## config.mk

```make
export PLATFORM = sky130hd
export DESIGN_NAME = esr_error_status_reporter
export DESIGN_NICKNAME = d
export VERILOG_FILES = /design/src/common/esr_pkg.sv /design/src/design/esr_error_status_reporter.sv
export VERILOG_INCLUDE_DIRS = /design/src /design/src/common
export SDC_FILE = /design/constraint.sdc
export NUM_CORES = 1
export LEC_CHECK = 0
export ABC_CLOCK_PERIOD_IN_PS = 2450
export BUFFER_PORTS_ARGS = -buffer_cell sky130_fd_sc_hd__buf_4
export CORE_MARGIN = 2
export CORE_UTILIZATION = 29
export DETAILED_ROUTE_END_ITERATION = 12
export PLACE_DENSITY = 0.55
export SLEW_MARGIN = 10
export SYNTH_ARGS = -nofsm -noshare
export SYNTH_HDL_FRONTEND = slang
export SYNTH_SLANG_ARGS = --single-unit
export TNS_END_PERCENT = 30
```

## constraint.sdc

```tcl
create_clock -name ref_clk_in -period 2.45 [get_ports ref_clk_in]
set_input_delay 0.1225 -clock ref_clk_in [delete_from_list [all_inputs] [get_ports ref_clk_in]]
set_output_delay 0.1225 -clock ref_clk_in [all_outputs]
set_load 0.02 [all_outputs]
```

## src/common/esr_consts.svh

```systemverilog
// Constants for the error-status reporter: summary and detail bit positions, reset values, timing.
// Assumes a 200 MHz reference clock.
`ifndef ESR_CONSTS_SVH
`define ESR_CONSTS_SVH

`define ESR_BIT_SUPPLY        6
`define ESR_BIT_ELECTROMETER  5
`define ESR_BIT_FILTER        4
`define ESR_BIT_MULTIPLIER    3
`define ESR_BIT_FILAMENT      1
`define ESR_BIT_COMMS         0
`define ESR_SUMMARY_RESET     8'h00
`define ESR_DETAIL_RESET      8'h00
`define ESR_COMMS_BAD_CMD     0
`define ESR_FIL_SHUTDOWN      6
`define ESR_CLK_MHZ           200
`define ESR_FLASH_MS          250
`define ESR_FLASH_CYCLES      (`ESR_FLASH_MS * 1000 * `ESR_CLK_MHZ)

`endif

```

## src/common/esr_pkg.sv

```systemverilog
// Types for the error-status reporter.
// Assumes esr_consts.svh holds the numeric constants.
package esr_pkg;
	typedef enum logic [2:0] {
		ESR_Q_SUMMARY      = 3'b000,
		ESR_Q_SUPPLY       = 3'b001,
		ESR_Q_ELECTROMETER = 3'b010,
		ESR_Q_FILTER       = 3'b011,
		ESR_Q_MULTIPLIER   = 3'b100,
		ESR_Q_FILAMENT     = 3'b101,
		ESR_Q_COMMS        = 3'b110
	} esr_query_t;

	typedef struct packed {
		logic       valid;
		esr_query_t code;
	} esr_query_req_t;

	typedef struct packed {
		logic       valid;
		logic [7:0] data;
	} esr_reply_t;

	// One fault strobe bus per check: bit set means that test failed this cycle
	typedef struct packed {
		logic [7:0] supply;
		logic [7:0] electrometer;
		logic [7:0] filter;
		logic [7:0] multiplier;
		logic [7:0] filament;
		logic [7:0] comms;
	} esr_faults_t;

	typedef enum logic [1:0] {
		ESR_LED_IDLE  = 2'b00,
		ESR_LED_ON    = 2'b01,
		ESR_LED_OFF   = 2'b10
	} esr_flash_t;
endpackage

```

## src/design/esr_error_status_reporter.sv

```systemverilog
// Error-status aggregation: six detail bytes, a summary byte, panel indicators
// and query/answer handling for the command link.
// Assumes the command parser delivers decoded queries and end-of-command strobes
// on ref_clk_in, and that the checks deliver fault strobes on the same clock.
//
// Function
// Summary byte bit 6 supply, 5 electrometer, 4 mass filter, 3 multiplier, 1 filament, 0 comms; 7 and 2 zero.
// An all-zero summary means no detected error; any set bit marks a problem.
// Each check keeps its own detail byte, returned when the host queries it.
// The error indicator turns on steadily at once while any summary bit 1 to 7 is set.
// A newly set comms bit flashes the error indicator exactly twice, never steady.
// Filament shutdown or failed emission lights burnt and leak together with error.
// Hardware commands run checks and end by returning the current summary byte; here an end coinciding with a retest answer returns no summary.
// After power-on reset the supply, electrometer and filter checks run automatically.
// While the filament is on, overpressure shuts it down and flags the filament error.
// Checks keep running and update detail and summary bits whenever one fails.
// With any summary bit set the host queries each matching detail byte.
// The host polls the summary byte and checks every end-of-command summary.
// Some detail queries rerun a test before answering, others clear on read.
// An unrecognized command string sets bit 0 of the comms detail byte.
// Each used summary bit is one exactly when its detail byte is nonzero.
`include "esr_consts.svh"

module esr_error_status_reporter #(
	parameter int unsigned FLASH_CYCLES = `ESR_FLASH_CYCLES
) (
	input  wire logic                   ref_clk_in,
	input  wire logic                   reset_n_in,
	input  wire esr_pkg::esr_query_req_t query_in,
	input  wire logic                   cmd_done_in,
	input  wire logic                   bad_cmd_in,
	input  wire esr_pkg::esr_faults_t   faults_in,
	input  wire logic                   filament_on_in,
	input  wire logic                   overpressure_in,
	input  wire logic                   emission_fail_in,
	input  wire logic                   retest_done_in,
	input  wire esr_pkg::esr_faults_t   retest_in,
	output esr_pkg::esr_reply_t         reply_out,
	output logic [7:0]                  summary_out,
	output logic                        selftest_req_out,
	output logic [2:0]                  retest_req_out,
	output logic                        filament_off_out,
	output logic                        error_led_out,
	output logic                        burnt_led_out,
	output logic                        leak_led_out
);
	import esr_pkg::*;

	localparam int FW = $clog2(FLASH_CYCLES + 1);

	logic [7:0]  supply_detail_byte_q;
	logic [7:0]  electrometer_detail_byte_q;
	logic [7:0]  filter_detail_byte_q;
	logic [7:0]  multiplier_detail_byte_q;
	logic [7:0]  filament_detail_byte_q;
	logic [7:0]  comms_detail_byte_q;
	logic [7:0]  summary_d;
	logic        selftest_done_q;
	logic        retest_wait_q;
	esr_query_t  retest_code_q;
	logic        prot_trip;
	logic        comms_prev_q;
	esr_flash_t  flash_q;
	logic [1:0]  flash_left_q;
	logic [FW-1:0] flash_cnt_q;
	logic        query_take;
	logic        rd_comms;
	logic        rd_multiplier;
	logic        rd_filament;

	// Background protection is only armed while the filament is energized
	assign prot_trip = filament_on_in && overpressure_in;

	// A dropped query must not clear a byte the host never received
	assign query_take = query_in.valid && !retest_wait_q && !cmd_done_in;

	// Supply, electrometer and filter answer after a fresh test; the rest clear on read
	assign rd_comms      = query_take && query_in.code == ESR_Q_COMMS;
	assign rd_multiplier = query_take && query_in.code == ESR_Q_MULTIPLIER;
	assign rd_filament   = query_take && query_in.code == ESR_Q_FILAMENT;

	always_comb begin
		summary_d = `ESR_SUMMARY_RESET;
		summary_d[`ESR_BIT_SUPPLY]       = |supply_detail_byte_q;
		summary_d[`ESR_BIT_ELECTROMETER] = |electrometer_detail_byte_q;
		summary_d[`ESR_BIT_FILTER]       = |filter_detail_byte_q;
		summary_d[`ESR_BIT_MULTIPLIER]   = |multiplier_detail_byte_q;
		summary_d[`ESR_BIT_FILAMENT]     = |filament_detail_byte_q;
		summary_d[`ESR_BIT_COMMS]        = |comms_detail_byte_q;
	end

	always_ff @(posedge ref_clk_in or negedge reset_n_in) begin
		if (!reset_n_in) begin
			summary_out <= `ESR_SUMMARY_RESET;
		end else begin
			summary_out <= summary_d;
		end
	end

	// Power-on self test: one request pulse, results arrive on the faults bus
	always_ff @(posedge ref_clk_in or negedge reset_n_in) begin
		if (!reset_n_in) begin
			selftest_done_q  <= 1'b0;
			selftest_req_out <= 1'b0;
		end else begin
			selftest_req_out <= !selftest_done_q;
			selftest_done_q  <= 1'b1;
		end
	end

	// Hardware-retested bytes are replaced by the fresh result; sets from the
	// continuous faults bus are OR-ed in so a same-cycle failure is kept.
	always_ff @(posedge ref_clk_in or negedge reset_n_in) begin
		if (!reset_n_in) begin
			supply_detail_byte_q       <= `ESR_DETAIL_RESET;
			electrometer_detail_byte_q <= `ESR_DETAIL_RESET;
			filter_detail_byte_q       <= `ESR_DETAIL_RESET;
		end else begin
			supply_detail_byte_q       <= supply_detail_byte_q | faults_in.supply;
			electrometer_detail_byte_q <= electrometer_detail_byte_q | faults_in.electrometer;
			filter_detail_byte_q       <= filter_detail_byte_q | faults_in.filter;
			if (retest_done_in && retest_wait_q) begin
				unique case (retest_code_q)
					ESR_Q_SUPPLY: supply_detail_byte_q <=
						retest_in.supply | faults_in.supply;
					ESR_Q_ELECTROMETER: electrometer_detail_byte_q <=
						retest_in.electrometer | faults_in.electrometer;
					ESR_Q_FILTER: filter_detail_byte_q <=
						retest_in.filter | faults_in.filter;
					default: ;
				endcase
			end
		end
	end

	always_ff @(posedge ref_clk_in or negedge reset_n_in) begin
		if (!reset_n_in) begin
			multiplier_detail_byte_q <= `ESR_DETAIL_RESET;
			filament_detail_byte_q   <= `ESR_DETAIL_RESET;
			comms_detail_byte_q      <= `ESR_DETAIL_RESET;
		end else begin
			multiplier_detail_byte_q <= (rd_multiplier ? 8'h00 : multiplier_detail_byte_q)
				| faults_in.multiplier;
			filament_detail_byte_q <= (rd_filament ? 8'h00 : filament_detail_byte_q)
				| faults_in.filament
				| ({7'h00, prot_trip} << `ESR_FIL_SHUTDOWN);
			comms_detail_byte_q <= (rd_comms ? 8'h00 : comms_detail_byte_q)
				| faults_in.comms
				| ({7'h00, bad_cmd_in} << `ESR_COMMS_BAD_CMD);
		end
	end

	// Filament shutdown holds until the filament supply reports itself off
	always_ff @(posedge ref_clk_in or negedge reset_n_in) begin
		if (!reset_n_in) begin
			filament_off_out <= 1'b0;
		end else if (prot_trip) begin
			filament_off_out <= 1'b1;
		end else if (!filament_on_in) begin
			filament_off_out <= 1'b0;
		end
	end

	always_ff @(posedge ref_clk_in or negedge reset_n_in) begin
		if (!reset_n_in) begin
			burnt_led_out <= 1'b0;
			leak_led_out  <= 1'b0;
		end else begin
			burnt_led_out <= prot_trip || emission_fail_in || filament_off_out;
			leak_led_out  <= prot_trip || emission_fail_in || filament_off_out;
		end
	end

	// Query handling; supply, electrometer and filter answer after retest
	always_ff @(posedge ref_clk_in or negedge reset_n_in) begin
		if (!reset_n_in) begin
			reply_out      <= '0;
			retest_wait_q  <= 1'b0;
			retest_code_q  <= ESR_Q_SUMMARY;
			retest_req_out <= 3'h0;
		end else begin
			reply_out      <= '0;
			retest_req_out <= 3'h0;
			if (retest_wait_q && retest_done_in) begin
				retest_wait_q   <= 1'b0;
				reply_out.valid <= 1'b1;
				unique case (retest_code_q)
					ESR_Q_SUPPLY:       reply_out.data <= retest_in.supply;
					ESR_Q_ELECTROMETER: reply_out.data <= retest_in.electrometer;
					ESR_Q_FILTER:       reply_out.data <= retest_in.filter;
					default:            reply_out.data <= 8'h00;
				endcase
			end else if (cmd_done_in) begin
				reply_out.valid <= 1'b1;
				reply_out.data  <= summary_d;
			end else if (query_in.valid && !retest_wait_q) begin
				unique case (query_in.code)
					ESR_Q_SUPPLY, ESR_Q_ELECTROMETER, ESR_Q_FILTER: begin
						retest_wait_q  <= 1'b1;
						retest_code_q  <= query_in.code;
						retest_req_out <= query_in.code[2:0];
					end
					default: begin
						reply_out.valid <= 1'b1;
						unique case (query_in.code)
							ESR_Q_MULTIPLIER: reply_out.data <= multiplier_detail_byte_q;
							ESR_Q_FILAMENT:   reply_out.data <= filament_detail_byte_q;
							ESR_Q_COMMS:      reply_out.data <= comms_detail_byte_q;
							default:          reply_out.data <= summary_d;
						endcase
					end
				endcase
			end
		end
	end

	// Comms errors flash the indicator twice; any other bit holds it steady
	always_ff @(posedge ref_clk_in or negedge reset_n_in) begin
		if (!reset_n_in) begin
			comms_prev_q <= 1'b0;
			flash_q      <= ESR_LED_IDLE;
			flash_left_q <= 2'h0;
			flash_cnt_q  <= '0;
		end else begin
			comms_prev_q <= summary_d[`ESR_BIT_COMMS];
			unique case (flash_q)
				ESR_LED_IDLE: if (summary_d[`ESR_BIT_COMMS] && !comms_prev_q) begin
					flash_q      <= ESR_LED_ON;
					flash_left_q <= 2'h2;
					flash_cnt_q  <= FW'(FLASH_CYCLES - 1);
				end
				ESR_LED_ON: if (flash_cnt_q == '0) begin
					flash_q      <= ESR_LED_OFF;
					flash_left_q <= flash_left_q - 2'h1;
					flash_cnt_q  <= FW'(FLASH_CYCLES - 1);
				end else begin
					flash_cnt_q <= flash_cnt_q - 1'b1;
				end
				ESR_LED_OFF: if (flash_cnt_q == '0) begin
					flash_q     <= (flash_left_q == 2'h0) ? ESR_LED_IDLE : ESR_LED_ON;
					flash_cnt_q <= FW'(FLASH_CYCLES - 1);
				end else begin
					flash_cnt_q <= flash_cnt_q - 1'b1;
				end
				default: flash_q <= ESR_LED_IDLE;
			endcase
		end
	end

	always_ff @(posedge ref_clk_in or negedge reset_n_in) begin
		if (!reset_n_in) begin
			error_led_out <= 1'b0;
		end else begin
			error_led_out <= (|summary_d[7:1]) || prot_trip || emission_fail_in
				|| filament_off_out || (flash_q == ESR_LED_ON);
		end
	end
endmodule

```

==> summary.md <==
| Metric | Value |
|---|---|
| Synth top area cells | dfrtp_1 (52%), a211o_1 (4.5%), a21o_1 (3.4%) |
| Top layer in use | met4 |
| Crit path arrival time | 2.55 ns |
| Average routed wire per standard cell | about 16 µm |
| Pwr dens | 605 nW/µm² |
| Min-delay src | retest_in[42] |
| CTS root buf | clkbuf_16 |
| Syn avg cell area | 10.4 µm² |
| Delay-heaviest family, CP | simple AND/OR/NAND/NOR gates |
| Post-synth EDFFs | 0 |
| Layout overhead on the synthesized area | 43.0% |
| Worst skew pair latency | 0.35 ns |
| Final nets | 777 |
| Startpoint Class | register |
| Status | finished clean |
| Die Wd | 136 µm |
| DRT iter0 DRCs | 176 |
| Worst-Margin Slew | 0.722 ns |
| M1 wire length | 6360 µm |
| Crit path capture type | register |
| Count leader, synth | dfrtp_1 |
| Critical Path Fanout Max | 15 |
| Endpoints failing setup | 0 |
| Starting Density | 29.3% |
| H-tree depth | 3 |
| Die Y | about 140 µm |
| Final hold violations | 0 |
| Die Area | 18400 µm² |
| Routability congestion estimate | 0.813 |
| Fin Setup TNS | 0 ns |
| Vias per inst | 4.88 |
| Met2 wire len | 6770 µm |
| FP Rows | 48 |
| Async SR Flop Fraction | 100% |
| Max-slew headroom | 51.9% |
| CTS clk-pin slew, worst paths | ~0.07 ns |
| Fillcell total | 1636 |
| DRC viols | 0 |
| Via count | 4359 |
| WL final | 14100 µm |
| Worst slack, placed | -0.0798 ns |
| Seq/Total Area, Yosys | 52.3% |
| Synth Instances | 481 |
| CP Launch Point | flash_cnt_q[2] |
| Buf/Inv on CP | 1 |
| Total grt overflow | 0 |
| Diode count | 0 |
| Yosys top cell by area | dfrtp_1 |
| I/O Pins | 133 |
| Min Tclk post-route | 2.26 ns |
| Unrepaired setup endpoints after global routing | no |
| Initial antenna violation count | 0 |
| Synth Register Bits | 105 |
| Cell Area, Placed | 6150 µm² |
| Synthesized cell area | ~5000 µm² |
| CP Class | reg -> reg |
| Final Cycle Share | 92.4% |
| Largest net degree at the start of global routing | 63 |
| Commonest cells post-synth | dfrtp_1 (105), nand2_1 (42), nor2_1 (30) |
| Synth warn | 0 |
| Layout cells sized above 1 | 24.9% |
| Pleak | roughly 2.8 nW |
| Final worst slack | around 0.19 ns |
| Clock Path Buffers | 2 |
| WP data required | 2.74 ns |
| Wire length of the first global-routing pass | ~22000 µm |
| Reg2Reg Launch Point | flash_cnt_q[2] |
| Top_reg_cell synth | dfrtp_1 |
| Max incr delay on CP | 0.52 ns |
| Cells along the critical path | or3_1 -> a2111oi_2 -> nor2_1 -> buf_4 -> or4_1 -> nand3_1 |
| CTS tree | built |
| Max Slew Vio Count | 0 |
| VDD IR max | 369 µV |
| Port bufs | 106 |
| Clk_skew | 0.00957 ns |
| DRT Pass-1 Iters | 4 |
| Total clock sinks | 105 |
| Core ar. | 17100 µm² |
| Max_cap viols | 0 |
| Final HPWL DP | 10200 µm |
| Vias in the first global route | 4386 |
| Tot GR Track Use | 15.6% |
| Final instance area | 7180 µm² |
| Fmax | 0.442 GHz |
| DRT antenna net count | 0 |
| Share of the synthesized area in the top cell type | roughly 52% |
| Met3 WL | 811 µm |
| Fin Hold WS | 0.0158 ns |
| Synth unique cells | 59 |
| Hold/Removal Path Class | in -> reg |
| Total CTS buffers | 9 |
| Crit path max-delay cell type | a2111oi_2 |
[through the flow]
stage | cells | util (%) | total power [W]
floorplan | 483 | - | 0.00235
global placement | 807 | 36.0 | 0.00270
detailed placement | 807 | 36.0 | 0.00273
CTS | 891 | 41.9 | 0.00439
global route | 893 | 42.0 | 0.00456
finish | 893 | 42.0 | 0.00434
[where the power goes]
group | switching, W | leakage [nW] | internal [W]
clock | 0.000666 | 0.160 | 0.000898
sequential | 0.0000787 | 1.05 | 0.00182
combinational | 0.000455 | 1.61 | 0.000431
total | 0.00120 | 2.82 | 0.00314
[timing repair]
action	4_1_cts	5_1_grt
endpoints found under the hold margin	94	1
buffers inserted	0	1
hold buffers	68	1
setup endpoints to repair	9	7
gates resized for setup	1	0
[cells by family (layout without fill, tap and decap cells)]
logic type,Yosys count,after routing,synth area share (%)
other,2,4,0.149
adder cells (fa/ha/maj),6,6,1.49
flip-flops,105,105,52.3
multiplexers,17,17,3.74
XOR/XNOR,15,15,2.62
AO/OA/AOI/OAI,137,137,19.5
buffers and inverters,48,233,4.31
AND/OR/NAND/NOR,151,151,15.9
[per-layer routing]
layer / track usage (%) / vias up
li1: - / 2090
met1: 19.6 / 2139
met2: 26.3 / 109
met3: 4.68 / 21
met4: 3.88 / 0
met5: 0 / -
[flip-flops by register name, summed over array words and instances (netlist names), 2 cells and up]
register                    count
comms_detail_byte_q             8
electrometer_detail_byte_q      8
filament_detail_byte_q          8
filter_detail_byte_q            8
flash_cnt_q                    26
flash_left_q                    2
flash_q                         2
multiplier_detail_byte_q        8
reply_out                       9
retest_code_q                   3
retest_req_out                  3
summary_out                     6
supply_detail_byte_q            8
[cell usage in the layout (no fill, tap or decap), drive strengths merged, types with 3 or more instances in the layout]
| cell type | synthesis | layout |
|---|---|---|
| or4 | 6 | 6 |
| nand2b | 3 | 3 |
| a211o | 26 | 26 |
| ha | 6 | 6 |
| or3 | 8 | 8 |
| clkbuf | 15 | 9 |
| o211ai | 7 | 7 |
| o21ai | 18 | 18 |
| nor2b | 19 | 19 |
| dfrtp | 105 | 105 |
| a21oi | 22 | 22 |
| mux2 | 14 | 14 |
| a22oi | 8 | 8 |
| a21o | 23 | 23 |
| conb | 2 | 4 |
| xnor2 | 3 | 3 |
| clkinv | 0 | 3 |
| dlygate4sd3 | 0 | 69 |
| nand2 | 44 | 44 |
| o21a | 3 | 3 |
| xor2 | 12 | 12 |
| nor2 | 30 | 30 |
| nor3 | 6 | 6 |
| buf | 9 | 124 |
| o22ai | 10 | 10 |
| nand3 | 7 | 7 |
| nor3b | 3 | 3 |
| mux2i | 3 | 3 |
| o2111ai | 3 | 3 |
| inv | 24 | 26 |
| nor4 | 16 | 16 |
| o31ai | 6 | 6 |
[layout make-up]
type                            instances  area, µm²  share of cell area (%)
Multi-Input combinational cell        330       2210                    30.7
Sequential cell                       105       2630                    36.6
Tap cell                              225        282                    3.92
Clock inverter                          7       92.6                    1.29
Inverter                               24       90.1                    1.25
Timing Repair Buffer                  193       1660                    23.1
Clock buffer                            9        225                    3.14
[path summary, 6_finish.rpt]
kind / end / slack [ns] / cells past startpoint
setup reg to reg: flash_cnt_q[19] / 0.19 / 6
hold reg to reg: selftest_req_out / 0.39 / 1
min in group asynchronous: error_led_out / 0.31 / 2
setup / recovery: flash_cnt_q[19] / 0.19 / 6
max in group asynchronous: electrometer_detail_byte_q[2] / 1.39 / 3
hold / removal: supply_detail_byte_q[2] / 0.02 / 2
No activity file was read; power rests on OpenSTA's default activity.
